[config.mk]
export PLATFORM = sky130hd
export DESIGN_NAME = apt_pair_trig
export DESIGN_NICKNAME = d
export VERILOG_FILES = /design/src/apt_pkg.sv /design/src/apt_pair_trig.sv
export SDC_FILE = /design/constraint.sdc
export NUM_CORES = 1
export LEC_CHECK = 0
export BUFFER_PORTS_ARGS = -buffer_cell sky130_fd_sc_hd__buf_2
export CORE_MARGIN = 8
export CORE_UTILIZATION = 40
export DETAILED_ROUTE_END_ITERATION = 7
export MAX_ROUTING_LAYER = met4
export SYNTH_ARGS = -nofsm -noshare
export SYNTH_HDL_FRONTEND = slang
export SYNTH_SLANG_ARGS = --single-unit
[constraint.sdc]
create_clock -name ref_clk_in -period 4.2 [get_ports ref_clk_in]
set_input_delay 0.63 -clock ref_clk_in [delete_from_list [all_inputs] [get_ports ref_clk_in]]
set_output_delay 0.63 -clock ref_clk_in [all_outputs]
set_load 0.02 [all_outputs]
[src/apt_pkg.sv]
// apt_pkg: constants and types for the conversion pair trigger control block
package apt_pkg;

   // number of conversion pairs handled here (pairs 4, 6, 7, 8, 9)
   localparam int          NUM_PAIRS   = 5;
   localparam int          ADDR_W      = 3;
   localparam int          DATA_W      = 16;
   localparam int          SRC_W       = 5;

   // register word offsets on the plain register port
   localparam logic [2:0]  REG_CTRL_FOUR       = 3'h0;  // pair 4 in low byte
   localparam logic [2:0]  REG_CTRL_SIX_SEVEN  = 3'h1;  // pair_ctrl_six_seven
   localparam logic [2:0]  REG_CTRL_EIGHT_NINE = 3'h2;  // pair_ctrl_eight_nine
   localparam logic [2:0]  REG_INT_STATUS      = 3'h3;  // sticky completion status, read only
   localparam logic [2:0]  REG_INT_CLEAR       = 3'h4;  // write one to clear, reads zero
   localparam logic [2:0]  REG_INT_ENABLE      = 3'h5;  // gates status onto the irq output
   localparam logic [2:0]  REG_GLOBAL_KICK     = 3'h6;  // bit 0 fires the global software trigger

   // reset values
   localparam logic [15:0] CTRL_RESET          = 16'h0000;
   localparam logic [4:0]  MASK_RESET          = 5'h00;

   // field positions inside one 8-bit pair half
   localparam int          FLD_INT_EN  = 7;
   localparam int          FLD_AWAIT   = 6;
   localparam int          FLD_KICK    = 5;
   localparam int          FLD_SRC_HI  = 4;
   localparam int          FLD_HI_BYTE = 8;  // odd pair sits this far up

   // trigger source selector codes
   localparam logic [4:0]  SRC_OFF       = 5'h00;
   localparam logic [4:0]  SRC_INDIV     = 5'h01;
   localparam logic [4:0]  SRC_GLOBAL    = 5'h02;
   localparam logic [4:0]  SRC_SEVT      = 5'h03;
   localparam logic [4:0]  SRC_PRI_FIRST = 5'h04;
   localparam logic [4:0]  SRC_PRI_LAST  = 5'h0B;
   localparam logic [4:0]  SRC_TMR1      = 5'h0C;
   localparam logic [4:0]  SRC_SEC_SEVT  = 5'h0D;
   localparam logic [4:0]  SRC_SEC_FIRST = 5'h0E;
   localparam logic [4:0]  SRC_SEC_LAST  = 5'h16;
   localparam logic [4:0]  SRC_CLIM_FIRST = 5'h17;
   localparam logic [4:0]  SRC_CLIM_LAST = 5'h1E;
   localparam logic [4:0]  SRC_TMR2      = 5'h1F;

   // per pair index: register, half, even analog input (odd input is one above)
   localparam logic [4:0][2:0] PAIR_REG  = {REG_CTRL_EIGHT_NINE, REG_CTRL_EIGHT_NINE,
                                            REG_CTRL_SIX_SEVEN, REG_CTRL_SIX_SEVEN, REG_CTRL_FOUR};
   localparam logic [4:0]      PAIR_HIGH = 5'h14;
   localparam logic [4:0][4:0] PAIR_EVEN_CHAN = {5'h12, 5'h10, 5'h0E, 5'h0C, 5'h08};

   // whole block state, registered in one place
   typedef struct packed {
      logic [4:0][4:0] src;      // trigger source selectors
      logic [4:0]      ien;      // per pair interrupt request enable
      logic [4:0]      await;    // awaiting conversion flags
      logic [4:0]      kick;     // software kick bits
      logic [4:0]      issued;   // request already handed to the core
      logic [4:0]      stat;     // sticky completion status
      logic [4:0]      ena;      // interrupt output enable
      logic            glob;     // global software trigger pulse
      logic [15:0]     rd_data;  // read answer
      logic            irq;      // interrupt output
      logic            req;      // conversion request pulse
      logic [4:0]      chan;     // even input of requested pair
      logic [2:0]      pair;     // index of requested pair
   } apt_state_t;

endpackage : apt_pkg

[src/apt_pair_trig.sv]
// apt_pair_trig: trigger selection, pending flags and interrupts for five conversion pairs
// Behaviour
// - selector code zero disables the pair
// - code 00001 uses the pair's kick bit
// - code 00010 uses the shared global trigger
// - codes 00011/01101 pick special event triggers
// - codes 00100-01011 pick primary triggers 1-8
// - code 01100 picks the timer one match
// - codes 01110-10110 pick secondary triggers 1-9
// - codes 10111-11110 pick current-limit triggers 1-8
// - code 11111 picks the timer two match
// - trigger sets awaiting, completion clears it
// - interrupt enable gates completion interrupt request
// - kick starts software conversion, clears when awaiting
// - pairs 4,6,7,9 map to inputs 8,12,14,18
// - two pairs per 16-bit control register; here pair 4 sits alone in the low byte of its register
// - pair 8 maps to 16/17, kick cleared
//
// The implementer's own choices: strobed register access and the placing of the registers.
`timescale 1ns/100ps

module apt_pair_trig (
   input  wire logic        ref_clk_in,        // 250 MHz system clock
   input  wire logic        resetn_in,         // asynchronous power-on reset, active low
   input  wire logic [2:0]  addr_in,           // register word address
   input  wire logic [15:0] wr_data_in,        // write data
   input  wire logic        wr_strobe_in,      // one-cycle write strobe
   input  wire logic        rd_strobe_in,      // one-cycle read strobe
   output logic      [15:0] rd_data_out,       // read data, the cycle after the strobe
   output logic             irq_out,           // level interrupt
   input  wire logic [7:0]  pwm_pri_trig_in,   // primary triggers, generator 1 at bit 0
   input  wire logic [8:0]  pwm_sec_trig_in,   // secondary triggers, generator 1 at bit 0
   input  wire logic [7:0]  pwm_clim_trig_in,  // current-limit triggers, generator 1 at bit 0
   input  wire logic        pwm_sevt_in,       // primary special event trigger
   input  wire logic        pwm_sec_sevt_in,   // secondary special event trigger
   input  wire logic        tmr1_match_in,     // timer one period match
   input  wire logic        tmr2_match_in,     // timer two period match
   input  wire logic [4:0]  conv_done_in,      // core finished the pair, one pulse per pair
   output logic             conv_req_out,      // one-cycle request to the core
   output logic      [4:0]  conv_chan_out,     // even analog input of the requested pair
   output logic      [2:0]  conv_pair_out      // pair index of the request
);

   apt_pkg::apt_state_t s_r;    // registered state
   apt_pkg::apt_state_t s_nxt;  // next state

   // pick the one trigger bit that a selector code names
   function automatic logic sel_trig(input logic [4:0] code, input logic kick, input logic glob);
      logic [4:0] off;
      logic       hit;
      off = 5'h00;
      hit = 1'b0;
      // a plain compare chain, so every nonzero code maps to exactly one input
      // zero code selects nothing
      if (code == apt_pkg::SRC_OFF) begin
         hit = 1'b0;
      end else if (code == apt_pkg::SRC_INDIV) begin
         hit = kick;
      end else if (code == apt_pkg::SRC_GLOBAL) begin
         hit = glob;
      end else if (code == apt_pkg::SRC_SEVT) begin
         hit = pwm_sevt_in;
      end else if (code == apt_pkg::SRC_SEC_SEVT) begin
         hit = pwm_sec_sevt_in;
      end else if (code >= apt_pkg::SRC_PRI_FIRST && code <= apt_pkg::SRC_PRI_LAST) begin
         off = code - apt_pkg::SRC_PRI_FIRST;
         hit = pwm_pri_trig_in[off[2:0]];
      end else if (code == apt_pkg::SRC_TMR1) begin
         hit = tmr1_match_in;
      end else if (code >= apt_pkg::SRC_SEC_FIRST && code <= apt_pkg::SRC_SEC_LAST) begin
         off = code - apt_pkg::SRC_SEC_FIRST;
         hit = pwm_sec_trig_in[off[3:0]];
      end else if (code >= apt_pkg::SRC_CLIM_FIRST && code <= apt_pkg::SRC_CLIM_LAST) begin
         off = code - apt_pkg::SRC_CLIM_FIRST;
         hit = pwm_clim_trig_in[off[2:0]];
      end else begin
         hit = tmr2_match_in;
      end
      return hit;
   endfunction : sel_trig

   // next-state logic: bus writes, trigger capture, completion, arbitration, reads
   always_comb begin
      logic       trig;      // selected trigger fired for this pair
      logic       done;      // completion for a pair really awaiting
      logic       found;     // arbiter already picked a pair
      logic [7:0] half;      // byte of the pair inside its register
      trig  = 1'b0;
      done  = 1'b0;
      found = 1'b0;
      half  = 8'h00;
      s_nxt = s_r;
      // pulses and the read answer last one cycle only
      s_nxt.rd_data = 16'h0000;
      s_nxt.req     = 1'b0;
      s_nxt.glob    = 1'b0;

      // clear first so that a same-cycle completion still lands
      // a completion and a clear in one cycle leave the status bit set
      if (wr_strobe_in && addr_in == apt_pkg::REG_INT_CLEAR) begin
         s_nxt.stat = s_r.stat & ~wr_data_in[4:0];
      end

      for (int i = 0; i < apt_pkg::NUM_PAIRS; i++) begin
         // each pulse seen once, flag set is idempotent
         trig = sel_trig(s_r.src[i], s_r.kick[i], s_r.glob);
         done = conv_done_in[i] & s_r.await[i];
         if (done) begin
            s_nxt.await[i]  = 1'b0;
            s_nxt.issued[i] = 1'b0;
            if (s_r.ien[i]) begin
               s_nxt.stat[i] = 1'b1;
            end
         end
         // trigger sets awaiting, wins over completion
         if (trig) begin
            s_nxt.await[i] = 1'b1;
         end
         if (s_nxt.await[i]) begin
            s_nxt.kick[i] = 1'b0;
         end
      end

      // lowest pair index wins; a pair already handed over waits for its completion
      // the core must answer every request with one done, or that pair stalls for good
      for (int i = apt_pkg::NUM_PAIRS - 1; i >= 0; i--) begin
         if (s_r.await[i] && !s_r.issued[i] && !conv_done_in[i]) begin
            found = 1'b1;
            s_nxt.pair = 3'(i);
            // even input of pairs 4, 6, 7, 9
            // pair 8 uses inputs 16 and 17
            s_nxt.chan = apt_pkg::PAIR_EVEN_CHAN[i];
         end
      end
      if (found) begin
         s_nxt.req               = 1'b1;
         s_nxt.issued[s_nxt.pair] = 1'b1;
      end

      // control register writes; software kick beats the hardware clear above
      // a kick written while the pair awaits is cleared the next cycle and is lost unless completion lands in that cycle
      for (int i = 0; i < apt_pkg::NUM_PAIRS; i++) begin
         if (wr_strobe_in && addr_in == apt_pkg::PAIR_REG[i]) begin
            // odd pair in the upper byte
            half = apt_pkg::PAIR_HIGH[i] ? wr_data_in[15:8] : wr_data_in[7:0];
            s_nxt.ien[i]  = half[apt_pkg::FLD_INT_EN];
            s_nxt.kick[i] = half[apt_pkg::FLD_KICK];
            s_nxt.src[i]  = half[apt_pkg::FLD_SRC_HI:0];
            // awaiting flag belongs to hardware, the written bit is dropped
         end
      end
      if (wr_strobe_in && addr_in == apt_pkg::REG_INT_ENABLE) begin
         s_nxt.ena = wr_data_in[4:0];
      end
      // global kick reaches every pair one cycle after the write
      if (wr_strobe_in && addr_in == apt_pkg::REG_GLOBAL_KICK) begin
         s_nxt.glob = wr_data_in[0];
      end

      // level interrupt from enabled sticky bits
      s_nxt.irq = |(s_nxt.stat & s_nxt.ena);

      // reads show the registered state; unmapped words read zero
      // the clear and global kick words are write only and read zero as well
      if (rd_strobe_in) begin
         for (int i = 0; i < apt_pkg::NUM_PAIRS; i++) begin
            if (addr_in == apt_pkg::PAIR_REG[i]) begin
               half = {s_r.ien[i], s_r.await[i], s_r.kick[i], s_r.src[i]};
               if (apt_pkg::PAIR_HIGH[i]) begin
                  s_nxt.rd_data[15:8] = half;
               end else begin
                  s_nxt.rd_data[7:0] = half;
               end
            end
         end
         if (addr_in == apt_pkg::REG_INT_STATUS) begin
            s_nxt.rd_data[4:0] = s_r.stat;
         end else if (addr_in == apt_pkg::REG_INT_ENABLE) begin
            s_nxt.rd_data[4:0] = s_r.ena;
         end
      end
   end

   // state register
   // one register for the whole state keeps every field on the same reset
   always_ff @(posedge ref_clk_in or negedge resetn_in) begin
      if (!resetn_in) begin
         s_r <= '0;
      end else begin
         s_r <= s_nxt;
      end
   end

   // outputs straight from flip-flops
   // no logic after the register, so the core sees clean single-cycle pulses
   assign rd_data_out   = s_r.rd_data;
   assign irq_out       = s_r.irq;
   assign conv_req_out  = s_r.req;
   assign conv_chan_out = s_r.chan;
   assign conv_pair_out = s_r.pair;
endmodule : apt_pair_trig

# --- Word-level counts from Yosys, hierarchy flattened ---
# Index checks and enable logic that the tools add are counted.
# W data, S select, Z words.
op_classes:
  n_bitwise: 9
  div_mod_pow: 0
  add_sub_neg: 15
  shift: 0
  muxes: 135
  n_eq_ne: 31
  n_mul: 0
  order_cmp: 47
  reduce_logical: 55
op_table:
  columns: ["operator", "count"]
  rows:
  - ["$mux W1", 103]
  - ["$mux W8", 8]
  - ["$eq A5 B2 Y1 const B", 10]
  - ["$eq A5 B4 Y1 const B", 10]
  - ["$le A5 B5 Y1 const B", 10]
  - ["$mux W16", 3]
  - ["$lt A3 B4 Y1 const B", 11]
  - ["$logic_and A1 B1 Y1", 32]
  - ["$bmux W1 S3", 10]
  - ["$sub A3 B3 Y3 const B", 10]
  - ["$eq A5 B1 Y1 const B", 5]
  - ["$ge A5 B3 Y1 const B", 5]
  - ["$ge A5 B4 Y1 const B", 5]
  - ["$ge A5 B5 Y1 const B", 5]
  - ["$le A5 B4 Y1 const B", 5]
  - ["$logic_not A5 Y1", 5]
  - ["$lt A4 B5 Y1 const B", 5]
  - ["$mux W5", 5]
  - ["$bmux W1 S4", 5]
  - ["$sub A4 B4 Y4 const B", 5]
  - ["$and A5 B5 Y5", 2]
  - ["$logic_not A1 Y1", 10]
  - ["$reduce_bool A2 Y1", 5]
  - ["$eq A3 B3 Y1 const B", 3]
  - ["10 further kinds", 15]
word_totals:
  inputBits: 57
  reg_bits: 82
  mem_bits_rw: 0
  n_memories: 0
  latch_bits: 0
  rom_bits: 0

# --- Longest topological paths before layout ---
# Gate-level depths: netlist (run 1).
depth:
  depth_word: 15
  depth_mapped: 9

# --- Least setup slack after synthesis (run 1) ---
# No wires, ideal clock.
synth_timing:
  path_type: "register -> register"
  from: "register s_r[67] in the netlist's numbering"
  to: "register s_r[44] in the netlist's numbering"
  required_time_ns: 4.075
  stages_incl_launch_ff: 10
  path_buffers: 1
  t_arrival_ns: 1.997
  path_slack_ns: 2.078
  cell_sequence: "dfrtp_1 -> buf_2 -> inv_1 -> ha_1 -> nor3b_1 -> o31ai_1 -> a31oi_1 -> o221a_2 -> a31oi_1 -> o21ai_1"
synth_lines:
  columns: ["item", "line_no", "rtl"]
  rows:
  - ["start, declared", "apt_pair_trig.sv:44", "apt_pkg::apt_state_t s_r;"]
  - ["start signal, assigned", "apt_pair_trig.sv:190", "s_r <= s_nxt;"]

==> Implementation_results.wiki, run 1 <==
{| class="wikitable"
! Metric !! Value
|-
| Outcome || finished clean
|-
| I/O pin cnt || 83
|-
| Antenna diode count || 0
|-
| Area added between synthesis and finish || 9.52%
|-
| Post-synth ARST share || 100%
|-
| Max-cap violation count || 0
|-
| Synthesized netlist cell count || 639
|-
| Horizontal extent of the die || 140 um
|-
| Proportion of synthesized chip area in sequential cells || 33.2%
|-
| Count of flip-flops with a built-in enable after synthesis || 0
|-
| Clock skew after layout || 13.8 ps
|-
| NumNets Final || 756
|-
| Number of failing setup endpoints in the final timing report || 0
|-
| Mean cell area of the mapped netlist || 9.56 sq um
|-
| Antenna violations before repair || 0
|-
| Number of hold buffers added after CTS || 0
|-
| Maximum level of the CTS H-tree || 3
|-
| Clock-pin slew on the worst setup and hold paths || 70 ps
|-
| Required time at the worst-slack endpoint || 4480 ps
|-
| Number of hold violations in the final report || 0
|-
| Leakage power of the design || 0.00291 uW
|-
| Number of distinct library cells after synthesis || 70
|-
| Biggest fanout along the worst timing path || 14
|-
| Stages on worst setup path || 8
|-
| Clock sinks || 81
|-
| Pwr per Cell Area || 509 nW/um^2
|-
| Global-route usage over all layers || 19.4%
|-
| Rows || 45
|-
| Number of global-route vias before repair || 5171
|-
| Mean number of vias per cell || 6.04
|-
| Critical path's largest stage delay || 780 ps
|-
| I/O Buffers || 79
|-
| Buffer type at the clock tree root || sky130_fd_sc_hd__clkbuf_16
|-
| Cell family with most CP delay || flip-flops
|-
| Clock network latency to the later pin of the worst-skew pair || 350 ps
|-
| Resized cells post-CTS || 0
|-
| Portion of total power attributed to sequential cells || 37.6%
|-
| Number of iterations in the first detailed-routing pass || 5
|-
| Routed met3 length || 1220 um
|-
| F_max || 0.376 GHz
|-
| Nature of the critical path endpoint || register
|-
| Maximum count of clock buffers along a single path || 2
|-
| Number of nets produced by synthesis || 726
|-
| Final-layout setup total negative slack || 0 ps
|-
| Critical Path Start Type || register
|-
| Standard cell core area || 15100 sq um
|-
| TritonCTS clock tree || built
|-
| Final weighted congestion in routability-driven placement || 0.911
|-
| Highest routing layer actually used || met4
|-
| Final Max Slew Viols || 0
|-
| Final clock period utilization by the worst path || 63.3%
|-
| Synth warn || 0
|-
| Critical Setup Path Class || register to register
|-
| Aggregate global routing overflow || 0
|-
| Relative slew slack || 34.8%
|-
| Number of buffers added by the clock tree synthesis step || 9
|-
| Total Routed Length || 18300 um
|-
| Class of the worst hold path || input port to async pin
|-
| Post-route minimum period || 2660 ps
|-
| Pin count of the biggest net entering global routing || 56
|-
| Most used DFF post-synth || sky130_fd_sc_hd__dfrtp_1
|-
| Reg2reg path depth || 8
|-
| Measured slew at the worst slew-check pin || 976 ps
|-
| Wire length of the first global-routing pass || 28700 um
|-
| Proportion of layout cells with a drive suffix above 1 || 22.8%
|-
| Number of vias after detailed routing || 5203
|-
| Final routed wire length divided by cell count || 21.2 um
|-
| Critical path's slowest cell || sky130_fd_sc_hd__dfrtp_1
|-
| Initial Utilization || 40.5%
|-
| Number of register bits inferred by synthesis || 81
|-
| Die outline area || 19500 sq um
|-
| Remaining design rule violation count || 0
|-
| Height of the chip || 140 um
|-
| Pwr Total || 3400 uW
|-
| Switching share of total power || 39.8%
|-
| Detailed-placement wirelength estimate || 13800 um
|-
| Crit path cell chain || inv_1 -> ha_1 -> mux4_2 -> mux2_2 -> and3_1 -> nor4_2 -> a21oi_1 -> o21ai_1
|-
| Share of total power in the clock network || 24.4%
|-
| Unrepaired setup endpoints after global routing || false
|-
| P_sw || 1350 uW
|-
| Netlist area before placement || 6110 sq um
|-
| Violation count after the first detailed-route iteration || 553
|-
| Comb pwr share || 38.0%
|-
| Core occupancy in the finished layout || 44.3%
|-
| Number of nets still failing antenna checks after routing || 0
|-
| Crit path buf inv count || 1
|-
| Worst vdd rail ir drop || 0.203 mV
|-
| Number of setup buffers added after CTS || 0
|-
| Metal-1 WL || 7980 um
|-
| Internal || 2050 uW
|-
| Metal2 WL || 8630 um
|-
| WP data arrival || 2930 ps
|}
-- path summary, 6_finish.rpt --
check | from | to | slack (ps)
worst max-delay path | s_r[57] | s_r[42] | 1540
worst min-delay path | resetn_in | s_r[67] | 320
worst max register to register | s_r[57] | s_r[42] | 1540
worst min register to register | conv_chan_out[3] | conv_chan_out[3] | 480
max in group asynchronous | resetn_in | s_r[48] | 2990
min in group ref_clk_in | conv_chan_out[3] | conv_chan_out[3] | 480
-- cells in the mapped netlist (all sizes together) (9+ instances only) --
master | n | area [sq um]
nand3 | 9 | 45.0
o21ai | 49 | 257
nor2 | 36 | 135
mux4 | 28 | 653
nand2b | 14 | 87.6
mux2 | 18 | 203
dfrtp | 81 | 2030
buf | 38 | 272
clkbuf | 23 | 96.3
nand2 | 84 | 315
nor2b | 14 | 87.6
a22oi | 9 | 67.6
a21oi | 32 | 160
mux2i | 18 | 180
inv | 22 | 82.6
ha | 30 | 375
a211oi | 9 | 67.6
-- layout by cell type, fill, tap and decap left out, types with 14 or more instances in the layout --
master,instances
sky130_fd_sc_hd__inv_1,22
sky130_fd_sc_hd__mux2_2,18
sky130_fd_sc_hd__nand2_1,84
sky130_fd_sc_hd__mux2i_1,18
sky130_fd_sc_hd__dfrtp_1,81
sky130_fd_sc_hd__nand2b_1,14
sky130_fd_sc_hd__a21oi_1,32
sky130_fd_sc_hd__ha_1,30
sky130_fd_sc_hd__buf_2,78
sky130_fd_sc_hd__nor2b_1,14
sky130_fd_sc_hd__o21ai_0,44
sky130_fd_sc_hd__nor2_1,36
sky130_fd_sc_hd__mux4_2,22
-- sequential cells by signal, summed over array words and instances (netlist names) --
signal,count
conv_req_out,1
rd_data_out,16
conv_pair_out,3
irq_out,1
conv_chan_out,4
s_r,56
-- per-stage QoR --
stage / instance area, sq um / std cells / setup WS (ps) / hold WS, ps
finish: 6690 / 862 / 1540 / 322
global route: 6690 / 862 / 1380 / 382
CTS: 6690 / 862 / 1550 / 354
detailed placement: 6380 / 846 / 1580 / 466
global placement: 6380 / 846 / 1650 / 461
floorplan: 6110 / 639 / 2080 / 334
-- power groups by stage --
stage | clock network (uW) | logic, uW | registers, uW
after global routing | 892 | 1420 | 1310
after global placement | 0 | 1250 | 1270
after detailed placement | 0 | 1280 | 1290
after floorplan | 0 | 1120 | 1120
final | 831 | 1290 | 1280
after CTS | 855 | 1290 | 1270
-- metal layers --
metal,global-route usage [%],vias to the layer above
met5,-,-
met4,7.31,0
met3,4.04,36
met2,29.9,207
met1,24.8,2571
li1,-,2389
-- cells by family (layout without fill, tap and decap cells) --
kind of cell / count (synthesis) / count (layout) / share of synthesized area (%)
buffers and inverters: 84 / 119 / 7.54
other: 1 / 1 / 0.0614
AND/OR/NAND/NOR: 210 / 210 / 17.4
flip-flops: 81 / 81 / 33.2
XOR/XNOR: 7 / 7 / 1.00
multiplexers: 64 / 64 / 17.0
adder cells (fa/ha/maj): 30 / 30 / 6.14
AO/OA/AOI/OAI: 162 / 162 / 17.7
-- final cells by class --
cell class / count / area (sq um)
clock buffers: 9 / 225
flip-flops and latches: 81 / 2030
inverters: 22 / 82.6
clock inverters: 7 / 86.3
repair buffers: 81 / 413
fillers: 1491 / 8400
multi-input cells: 474 / 3620
well taps: 188 / 235
(Power assumes the default switching activity.)
==> run 2: changes to the inputs <==
==> constraint.sdc (replaced) <==
create_clock -name ref_clk_in -period 2.15 [get_ports ref_clk_in]
set_input_delay 0.3225 -clock ref_clk_in [delete_from_list [all_inputs] [get_ports ref_clk_in]]
set_output_delay 0.3225 -clock ref_clk_in [all_outputs]
set_load 0.02 [all_outputs]
==> run 2 against run 1 <==
Non-clock buffer count grew 52. Clock skew shrank 2.7 ps. Worst hold slack lost 130 ps. Combinational power grew 140%. Power grew 110%. Critical path depth is the same. Sequential share of layout area shrank 2.1 points. Flip-flop and latch count is the same. Highest routed layer unchanged. Routed wire length grew 5.9%. Fmax grew 26%.
==> Implementation_results.wiki, run 2 (synthesis gave the netlist of run 1 again) <==
{| class="wikitable"
! Metric !! Value
|-
| Combined flip-flop and latch cell area || 2030 sq um (about the same)
|-
| Most common cell after layout, fill and taps aside || sky130_fd_sc_hd__nand2_1 (unchanged)
|-
| TritonCTS clock tree || built (unchanged)
|-
| P_sw || 2700 uW (was 1350 uW)
|-
| Nature of the critical path endpoint || register (unchanged)
|-
| Most frequent cells in the layout || 84 x sky130_fd_sc_hd__nand2_1, 78 x sky130_fd_sc_hd__dfrtp_1, 78 x sky130_fd_sc_hd__buf_2 (was 84 x sky130_fd_sc_hd__nand2_1, 81 x sky130_fd_sc_hd__dfrtp_1, 78 x sky130_fd_sc_hd__buf_2)
|-
| Global-route usage over all layers || 20.5% (was 19.4%)
|-
| Class of the worst hold path || input port to register (was input port to async pin)
|-
| Placed instance count || 892 (was 846)
|-
| Number of iterations in the first detailed-routing pass || 5 (unchanged)
|-
| Buffer type at the clock tree root || sky130_fd_sc_hd__clkbuf_16 (unchanged)
|-
| Post-route minimum period || 2100 ps (was 2660 ps)
|-
| Detailed-placement wirelength estimate || 14800 um (was 13800 um)
|-
| Post-DP Area || 6790 sq um (was 6380 sq um)
|-
| Outcome || finished clean (unchanged)
|-
| Critical Setup Path Class || register to register (unchanged)
|-
| Comb pwr share || 44.8% (was 38.0%)
|-
| Final-layout setup total negative slack || 0 ps (unchanged)
|-
| Horizontal extent of the die || 140 um (unchanged)
|-
| WP data arrival || 2380 ps (was 2930 ps)
|-
| Required time at the worst-slack endpoint || 2430 ps (was 4480 ps)
|-
| Total Routed Length || 19400 um (was 18300 um)
|-
| Relative slew slack || 61.6% (was 34.8%)
|-
| Final Max Slew Viols || 0 (unchanged)
|-
| I/O pin cnt || 83 (unchanged)
|-
| Biggest fanout along the worst timing path || 3 (was 14)
|-
| Number of buffers added by the clock tree synthesis step || 9 (unchanged)
|-
| Remaining design rule violation count || 0 (unchanged)
|-
| Final Non-Filler Cells || 913 (was 862)
|-
| Violation count after the first detailed-route iteration || 424 (was 553)
|-
| NumNets Final || 808 (was 756)
|-
| Die outline area || 19500 sq um (unchanged)
|-
| Number of vias after detailed routing || 5379 (was 5203)
|-
| Antenna violations before repair || 0 (unchanged)
|-
| Maximum count of clock buffers along a single path || 2 (unchanged)
|-
| Clock-pin slew on the worst setup and hold paths || 70 ps (about the same)
|-
| I/O Buffers || 79 (unchanged)
|-
| Max-cap violation count || 0 (unchanged)
|-
| Unrepaired setup endpoints after global routing || true (was false)
|-
| F_max || 0.475 GHz (was 0.376 GHz)
|-
| Wire length of the first global-routing pass || 30300 um (was 28700 um)
|-
| Number of nets still failing antenna checks after routing || 0 (unchanged)
|-
| Final weighted congestion in routability-driven placement || 0.931 (was 0.911)
|-
| Height of the chip || 140 um (unchanged)
|-
| Filler cell count || 1452 (was 1491)
|-
| Mean number of vias per cell || 5.89 (was 6.04)
|-
| Final worst hold slack || 194 ps (was 322 ps)
|-
| Portion of total power attributed to sequential cells || 33.0% (was 37.6%)
|-
| Final clock period utilization by the worst path || 97.9% (was 63.3%)
|-
| Standard cell core area || 15100 sq um (unchanged)
|-
| Proportion of layout cells with a drive suffix above 1 || 30.5% (was 22.8%)
|-
| Critical Path Start Type || register (unchanged)
|-
| Pwr Total || 7000 uW (was 3400 uW)
|-
| Pwr per Cell Area || 971 nW/um^2 (was 509 nW/um^2)
|-
| Number of global-route vias before repair || 5417 (was 5171)
|-
| Area taken by multi-input logic gates || 3710 sq um (was 3620 sq um)
|-
| Final Instance Area || 7210 sq um (was 6690 sq um)
|-
| Final routed wire length divided by cell count || 21.2 um (about the same)
|-
| Aggregate global routing overflow || 0 (unchanged)
|-
| Clock network latency to the later pin of the worst-skew pair || 350 ps (about the same)
|-
| Pin count of the biggest net entering global routing || 42 (was 56)
|-
| Worst vdd rail ir drop || 0.369 mV (was 0.203 mV)
|-
| Measured slew at the worst slew-check pin || 568 ps (was 976 ps)
|-
| Area added between synthesis and finish || 18.0% (was 9.52%)
|-
| Number of hold violations in the final report || 0 (unchanged)
|-
| Rows || 45 (unchanged)
|-
| Internal || 4300 uW (was 2050 uW)
|-
| Max FFs per register || 56 (unchanged)
|-
| Share of total power in the clock network || 22.2% (was 24.4%)
|-
| Number of failing setup endpoints in the final timing report || 0 (unchanged)
|-
| Clock sinks || 81 (unchanged)
|-
| Maximum level of the CTS H-tree || 3 (unchanged)
|-
| Antenna diode count || 0 (unchanged)
|-
| Clock skew after layout || 11.1 ps (was 13.8 ps)
|-
| Register bank with the most flops || s_r (unchanged)
|-
| Leakage power of the design || 0.00317 uW (was 0.00291 uW)
|-
| Initial Utilization || 40.5% (unchanged)
|-
| Switching share of total power || 38.6% (was 39.8%)
|}
run 2: changes by cell type in the layout (fill, tap and decap cells not counted), moves of 3 or more:
cell and delta:
sky130_fd_sc_hd__buf_12 +5, sky130_fd_sc_hd__buf_4 +46, sky130_fd_sc_hd__dfrtp_1 -3, sky130_fd_sc_hd__dfrtp_2 +3, sky130_fd_sc_hd__ha_1 -5, sky130_fd_sc_hd__ha_2 +3
run 2: final cells by class:
| type | count | area share (%) |
|---|---|---|
| Clock buffer | 10 | 3.18 |
| Clock inverter | 5 | 0.781 |
| Inverter | 22 | 1.15 |
| Multi-Input combinational cell | 474 | 51.4 |
| Sequential cell | 81 | 28.2 |
| Tap cell | 188 | 3.26 |
| Timing Repair Buffer | 133 | 12.0 |
run 2: per-layer routing:
metal | part of all wire [%] | track usage, %
met5 | 0 | -
met1 | 44 | 25.7
met4 | 2.6 | 7.26
met3 | 5.9 | 3.90
met2 | 48 | 32.6
run 2: metrics by stage:
step | util [%] | setup slack, ps
finish | 47.8 | 45.0
global route | 47.8 | -35.1
CTS | 46.9 | 15.6
detailed placement | 45.0 | 50.6
global placement | 45.0 | 77.8
floorplan | - | 27.8
run 2: critical path, stage by stage, from the launching register on:
cell and delay [ps]:
sky130_fd_sc_hd__dfrtp_2 420, sky130_fd_sc_hd__inv_2 70, sky130_fd_sc_hd__ha_4 270, sky130_fd_sc_hd__mux4_2 270, sky130_fd_sc_hd__mux2_2 280, sky130_fd_sc_hd__and3_4 190, sky130_fd_sc_hd__nor4_4 270, sky130_fd_sc_hd__a21oi_2 120
sky130_fd_sc_hd__o21ai_1 130
run 2: power by group through the flow:
stage               Clock [uW]  Sequential (uW)  Combinational (uW)
global placement             0             2310                2910
CTS                       1580             2300                2980
global route              1650             2370                3410
floorplan                    0             2180                2190
detailed placement           0             2330                2970
finish                    1550             2310                3140
run 2: timing repair:
action / 4_1_cts / 5_1_grt
setup endpoints to repair: 0 / 7
buffers inserted: 0 / 5
hold endpoints to repair: 19 / 0
resized for setup: 0 / 21
hold buffers: 1 / 0
run 2: path summary, 6_finish.rpt:
kind                             startpoint               end  slack [ps]  cells past startpoint
max in group asynchronous         resetn_in           s_r[36]        1020                      3
setup reg to reg                    s_r[57]           s_r[42]          50                      8
hold reg to reg            conv_chan_out[3]  conv_chan_out[3]         490                      2
setup / recovery                    s_r[57]           s_r[42]          50                      8
min in group asynchronous         resetn_in           s_r[67]         490                      2
hold / removal               wr_data_in[11]           s_r[80]         190                      3
==> run 3: changes to the inputs <==
==> constraint.sdc (replaced) <==
create_clock -name ref_clk_in -period 1.85 [get_ports ref_clk_in]
set_input_delay 0.2775 -clock ref_clk_in [delete_from_list [all_inputs] [get_ports ref_clk_in]]
set_output_delay 0.2775 -clock ref_clk_in [all_outputs]
set_load 0.02 [all_outputs]
==> run 3 against run 2 <==
The flow now finishes with violations (setup timing). Combinational power is 41% higher. Utilization is 5.3 points higher. Final cell count is 7.0% higher. Fmax is 6.5% higher. Register-to-register slack worse by 170 ps. Clock skew is 2.2 ps lower. Critical path type unchanged.
==> Implementation_results.wiki, run 3 (synthesis gave the netlist of run 1 again) <==
{| class="wikitable"
! Metric !! Value
|-
| Number of buffers added by the clock tree synthesis step || 9 (unchanged)
|-
| Critical Path Start Type || register (unchanged)
|-
| Pwr Total || 9040 uW (was 7000 uW)
|-
| Register bank with the most flops || s_r (unchanged)
|-
| Destination of the worst register-to-register timing path || s_r[42] (unchanged)
|-
| NumNets Final || 872 (was 808)
|-
| Remaining design rule violation count || 0 (unchanged)
|-
| Maximum level of the CTS H-tree || 3 (unchanged)
|-
| Number of failing setup endpoints in the final timing report || 9 (was 0)
|-
| Outcome || complete, but fails checks (was finished clean)
|-
| Number of nets still failing antenna checks after routing || 0 (unchanged)
|-
| Clock skew after layout || 8.91 ps (was 11.1 ps)
|-
| Final Non-Filler Cells || 977 (was 913)
|-
| Final Max Slew Viols || 0 (unchanged)
|-
| F_max || 0.506 GHz (was 0.475 GHz)
|-
| Pwr per Cell Area || 1130 nW/um^2 (was 971 nW/um^2)
|-
| Post-route minimum period || 1980 ps (was 2100 ps)
|-
| Clock network latency to the later pin of the worst-skew pair || 350 ps (about the same)
|-
| Buffer type at the clock tree root || sky130_fd_sc_hd__clkbuf_16 (unchanged)
|-
| PnR worst setup slack || -126 ps (was 45.0 ps)
|-
| Filler cell count || 1395 (was 1452)
|-
| Core occupancy in the finished layout || 53.1% (was 47.8%)
|-
| Number of hold violations in the final report || 0 (unchanged)
|-
| Maximum count of clock buffers along a single path || 2 (unchanged)
|-
| Die outline area || 19500 sq um (unchanged)
|-
| Biggest fanout along the worst timing path || 5 (was 3)
|-
| Pin count of the biggest net entering global routing || 53 (was 42)
|-
| Worst vdd rail ir drop || 0.578 mV (was 0.369 mV)
|-
| Max-cap violation count || 0 (unchanged)
|-
| Final worst hold slack || 137 ps (was 194 ps)
|-
| Clock sinks || 81 (unchanged)
|-
| Violated checks || setup timing
|-
| Required time at the worst-slack endpoint || 2130 ps (was 2430 ps)
|-
| Final weighted congestion in routability-driven placement || 0.948 (was 0.931)
|-
| Unrepaired setup endpoints after global routing || true (unchanged)
|-
| Worst hold stages || 2 (was 3)
|-
| Mean number of vias per cell || 5.84 (was 5.89)
|-
| Detailed-placement wirelength estimate || 15700 um (was 14800 um)
|-
| Final-layout setup total negative slack || -727 ps (was 0 ps)
|-
| Initial Utilization || 40.5% (unchanged)
|-
| Leakage power of the design || 0.00353 uW (was 0.00317 uW)
|-
| Wire length of the first global-routing pass || 32200 um (was 30300 um)
|-
| Clock-pin slew on the worst setup and hold paths || 70 ps (about the same)
|-
| I/O pin cnt || 83 (unchanged)
|-
| Class of the worst hold path || input port to register (unchanged)
|-
| I/O Buffers || 79 (unchanged)
|-
| Height of the chip || 140 um (unchanged)
|-
| Slack of the worst reg-to-reg path || -130 ps (was 50 ps)
|-
| Final routed wire length divided by cell count || 21.1 um (was 21.2 um)
|-
| TritonCTS clock tree || built (unchanged)
|-
| Standard cell core area || 15100 sq um (unchanged)
|-
| WP data arrival || 2250 ps (was 2380 ps)
|-
| Most common cell after layout, fill and taps aside || sky130_fd_sc_hd__buf_4 (was sky130_fd_sc_hd__nand2_1)
|-
| Proportion of layout cells with a drive suffix above 1 || 42.0% (was 30.5%)
|-
| Reg2reg path depth || 7 (was 8)
|-
| Number of global-route vias before repair || 5845 (was 5417)
|-
| Max FFs per register || 56 (unchanged)
|-
| Area added between synthesis and finish || 31.0% (was 18.0%)
|-
| Antenna violations before repair || 0 (unchanged)
|-
| RR Startpoint || s_r[57] (unchanged)
|-
| Most frequent cells in the layout || 106 x sky130_fd_sc_hd__buf_4, 84 x sky130_fd_sc_hd__nand2_1, 78 x sky130_fd_sc_hd__buf_2 (was 84 x sky130_fd_sc_hd__nand2_1, 78 x sky130_fd_sc_hd__dfrtp_1, 78 x sky130_fd_sc_hd__buf_2)
|-
| Aggregate global routing overflow || 0 (unchanged)
|-
| Horizontal extent of the die || 140 um (unchanged)
|-
| Final clock period utilization by the worst path || 107% (was 97.9%)
|-
| Nature of the critical path endpoint || register (unchanged)
|-
| Total Routed Length || 20600 um (was 19400 um)
|-
| Number of iterations in the first detailed-routing pass || 5 (unchanged)
|-
| Worst Min Path Start || conv_done_in[1] (was wr_data_in[11])
|-
| Number of vias after detailed routing || 5702 (was 5379)
|-
| Placed instance count || 948 (was 892)
|-
| Antenna diode count || 0 (unchanged)
|-
| Violation count after the first detailed-route iteration || 341 (was 424)
|-
| Global-route usage over all layers || 21.7% (was 20.5%)
|-
| Rows || 45 (unchanged)
|-
| Capture endpoint of the worst hold path || s_r[38] (was s_r[80])
|-
| Critical Setup Path Class || register to register (unchanged)
|}
run 3: cell count changes in the layout (fill, tap and decap cells not counted), moves of 7 or more:
cell	before	now
sky130_fd_sc_hd__buf_4	49	106
sky130_fd_sc_hd__ha_1	25	14
sky130_fd_sc_hd__buf_6	0	8
sky130_fd_sc_hd__inv_1	21	13
sky130_fd_sc_hd__ha_4	2	9
run 3: critical path: stages (launching register included):
cell	delay, ps
sky130_fd_sc_hd__dfrtp_2	450
sky130_fd_sc_hd__buf_6	140
sky130_fd_sc_hd__mux4_2	540
sky130_fd_sc_hd__o2111ai_2	120
sky130_fd_sc_hd__a211oi_2	120
sky130_fd_sc_hd__nor4_4	310
sky130_fd_sc_hd__a21oi_2	110
sky130_fd_sc_hd__o21ai_1	120
run 3: final cells by class:
cell class	instances	area, sq um	area share [%]
Clock buffer	9	225	2.81
Timing Repair Buffer	197	1370	17.1
Inverter	22	92.6	1.16
Clock inverter	6	91.3	1.14
Tap cell	188	235	2.94
Multi-Input combinational cell	474	3960	49.4
Sequential cell	81	2040	25.4
run 3: layer usage:
layer,GRT usage [%],routed length [um],vias to the layer above
li1,-,-,2628
met1,27.8,9230,2785
met2,33.7,9460,253
met3,4.38,1420,36
met4,7.43,501,0
met5,-,0,-
run 3: through the flow:
step / area, sq um / worst slack, ps
after global placement: 7280 / -190
final: 8010 / -126
after floorplan: 6250 / -140
after global routing: 8010 / -229
after CTS: 7870 / -116
after detailed placement: 7280 / -298
run 3: worst max-delay path by stage:
stage                     startpoint  depth (start not counted)       to
after floorplan              s_r[57]                          9  s_r[42]
after global placement       s_r[77]                          6  s_r[46]
after detailed placement     s_r[77]                          8  s_r[46]
after CTS                    s_r[72]                          7  s_r[45]
after global routing         s_r[57]                          8  s_r[42]
final                        s_r[57]                          7  s_r[42]
run 3: where the power goes:
part | internal, uW | total [uW] | leakage (uW) | switching [uW]
Sequential | 2220 | 2660 | 0.000989 | 439
Clock | 1180 | 1960 | 0.000156 | 782
Combinational | 2230 | 4420 | 0.00239 | 2190
run 3: timing repair:
item | 4_1_cts | 5_1_grt
hold buffers | 1 | 0
pin swaps | 14 | 10
gates resized for setup | 47 | 21
cloned | 0 | 0
setup endpoints to repair | 10 | 10
setup buffers | 11 | 2
endpoints found under the hold margin | 15 | 0
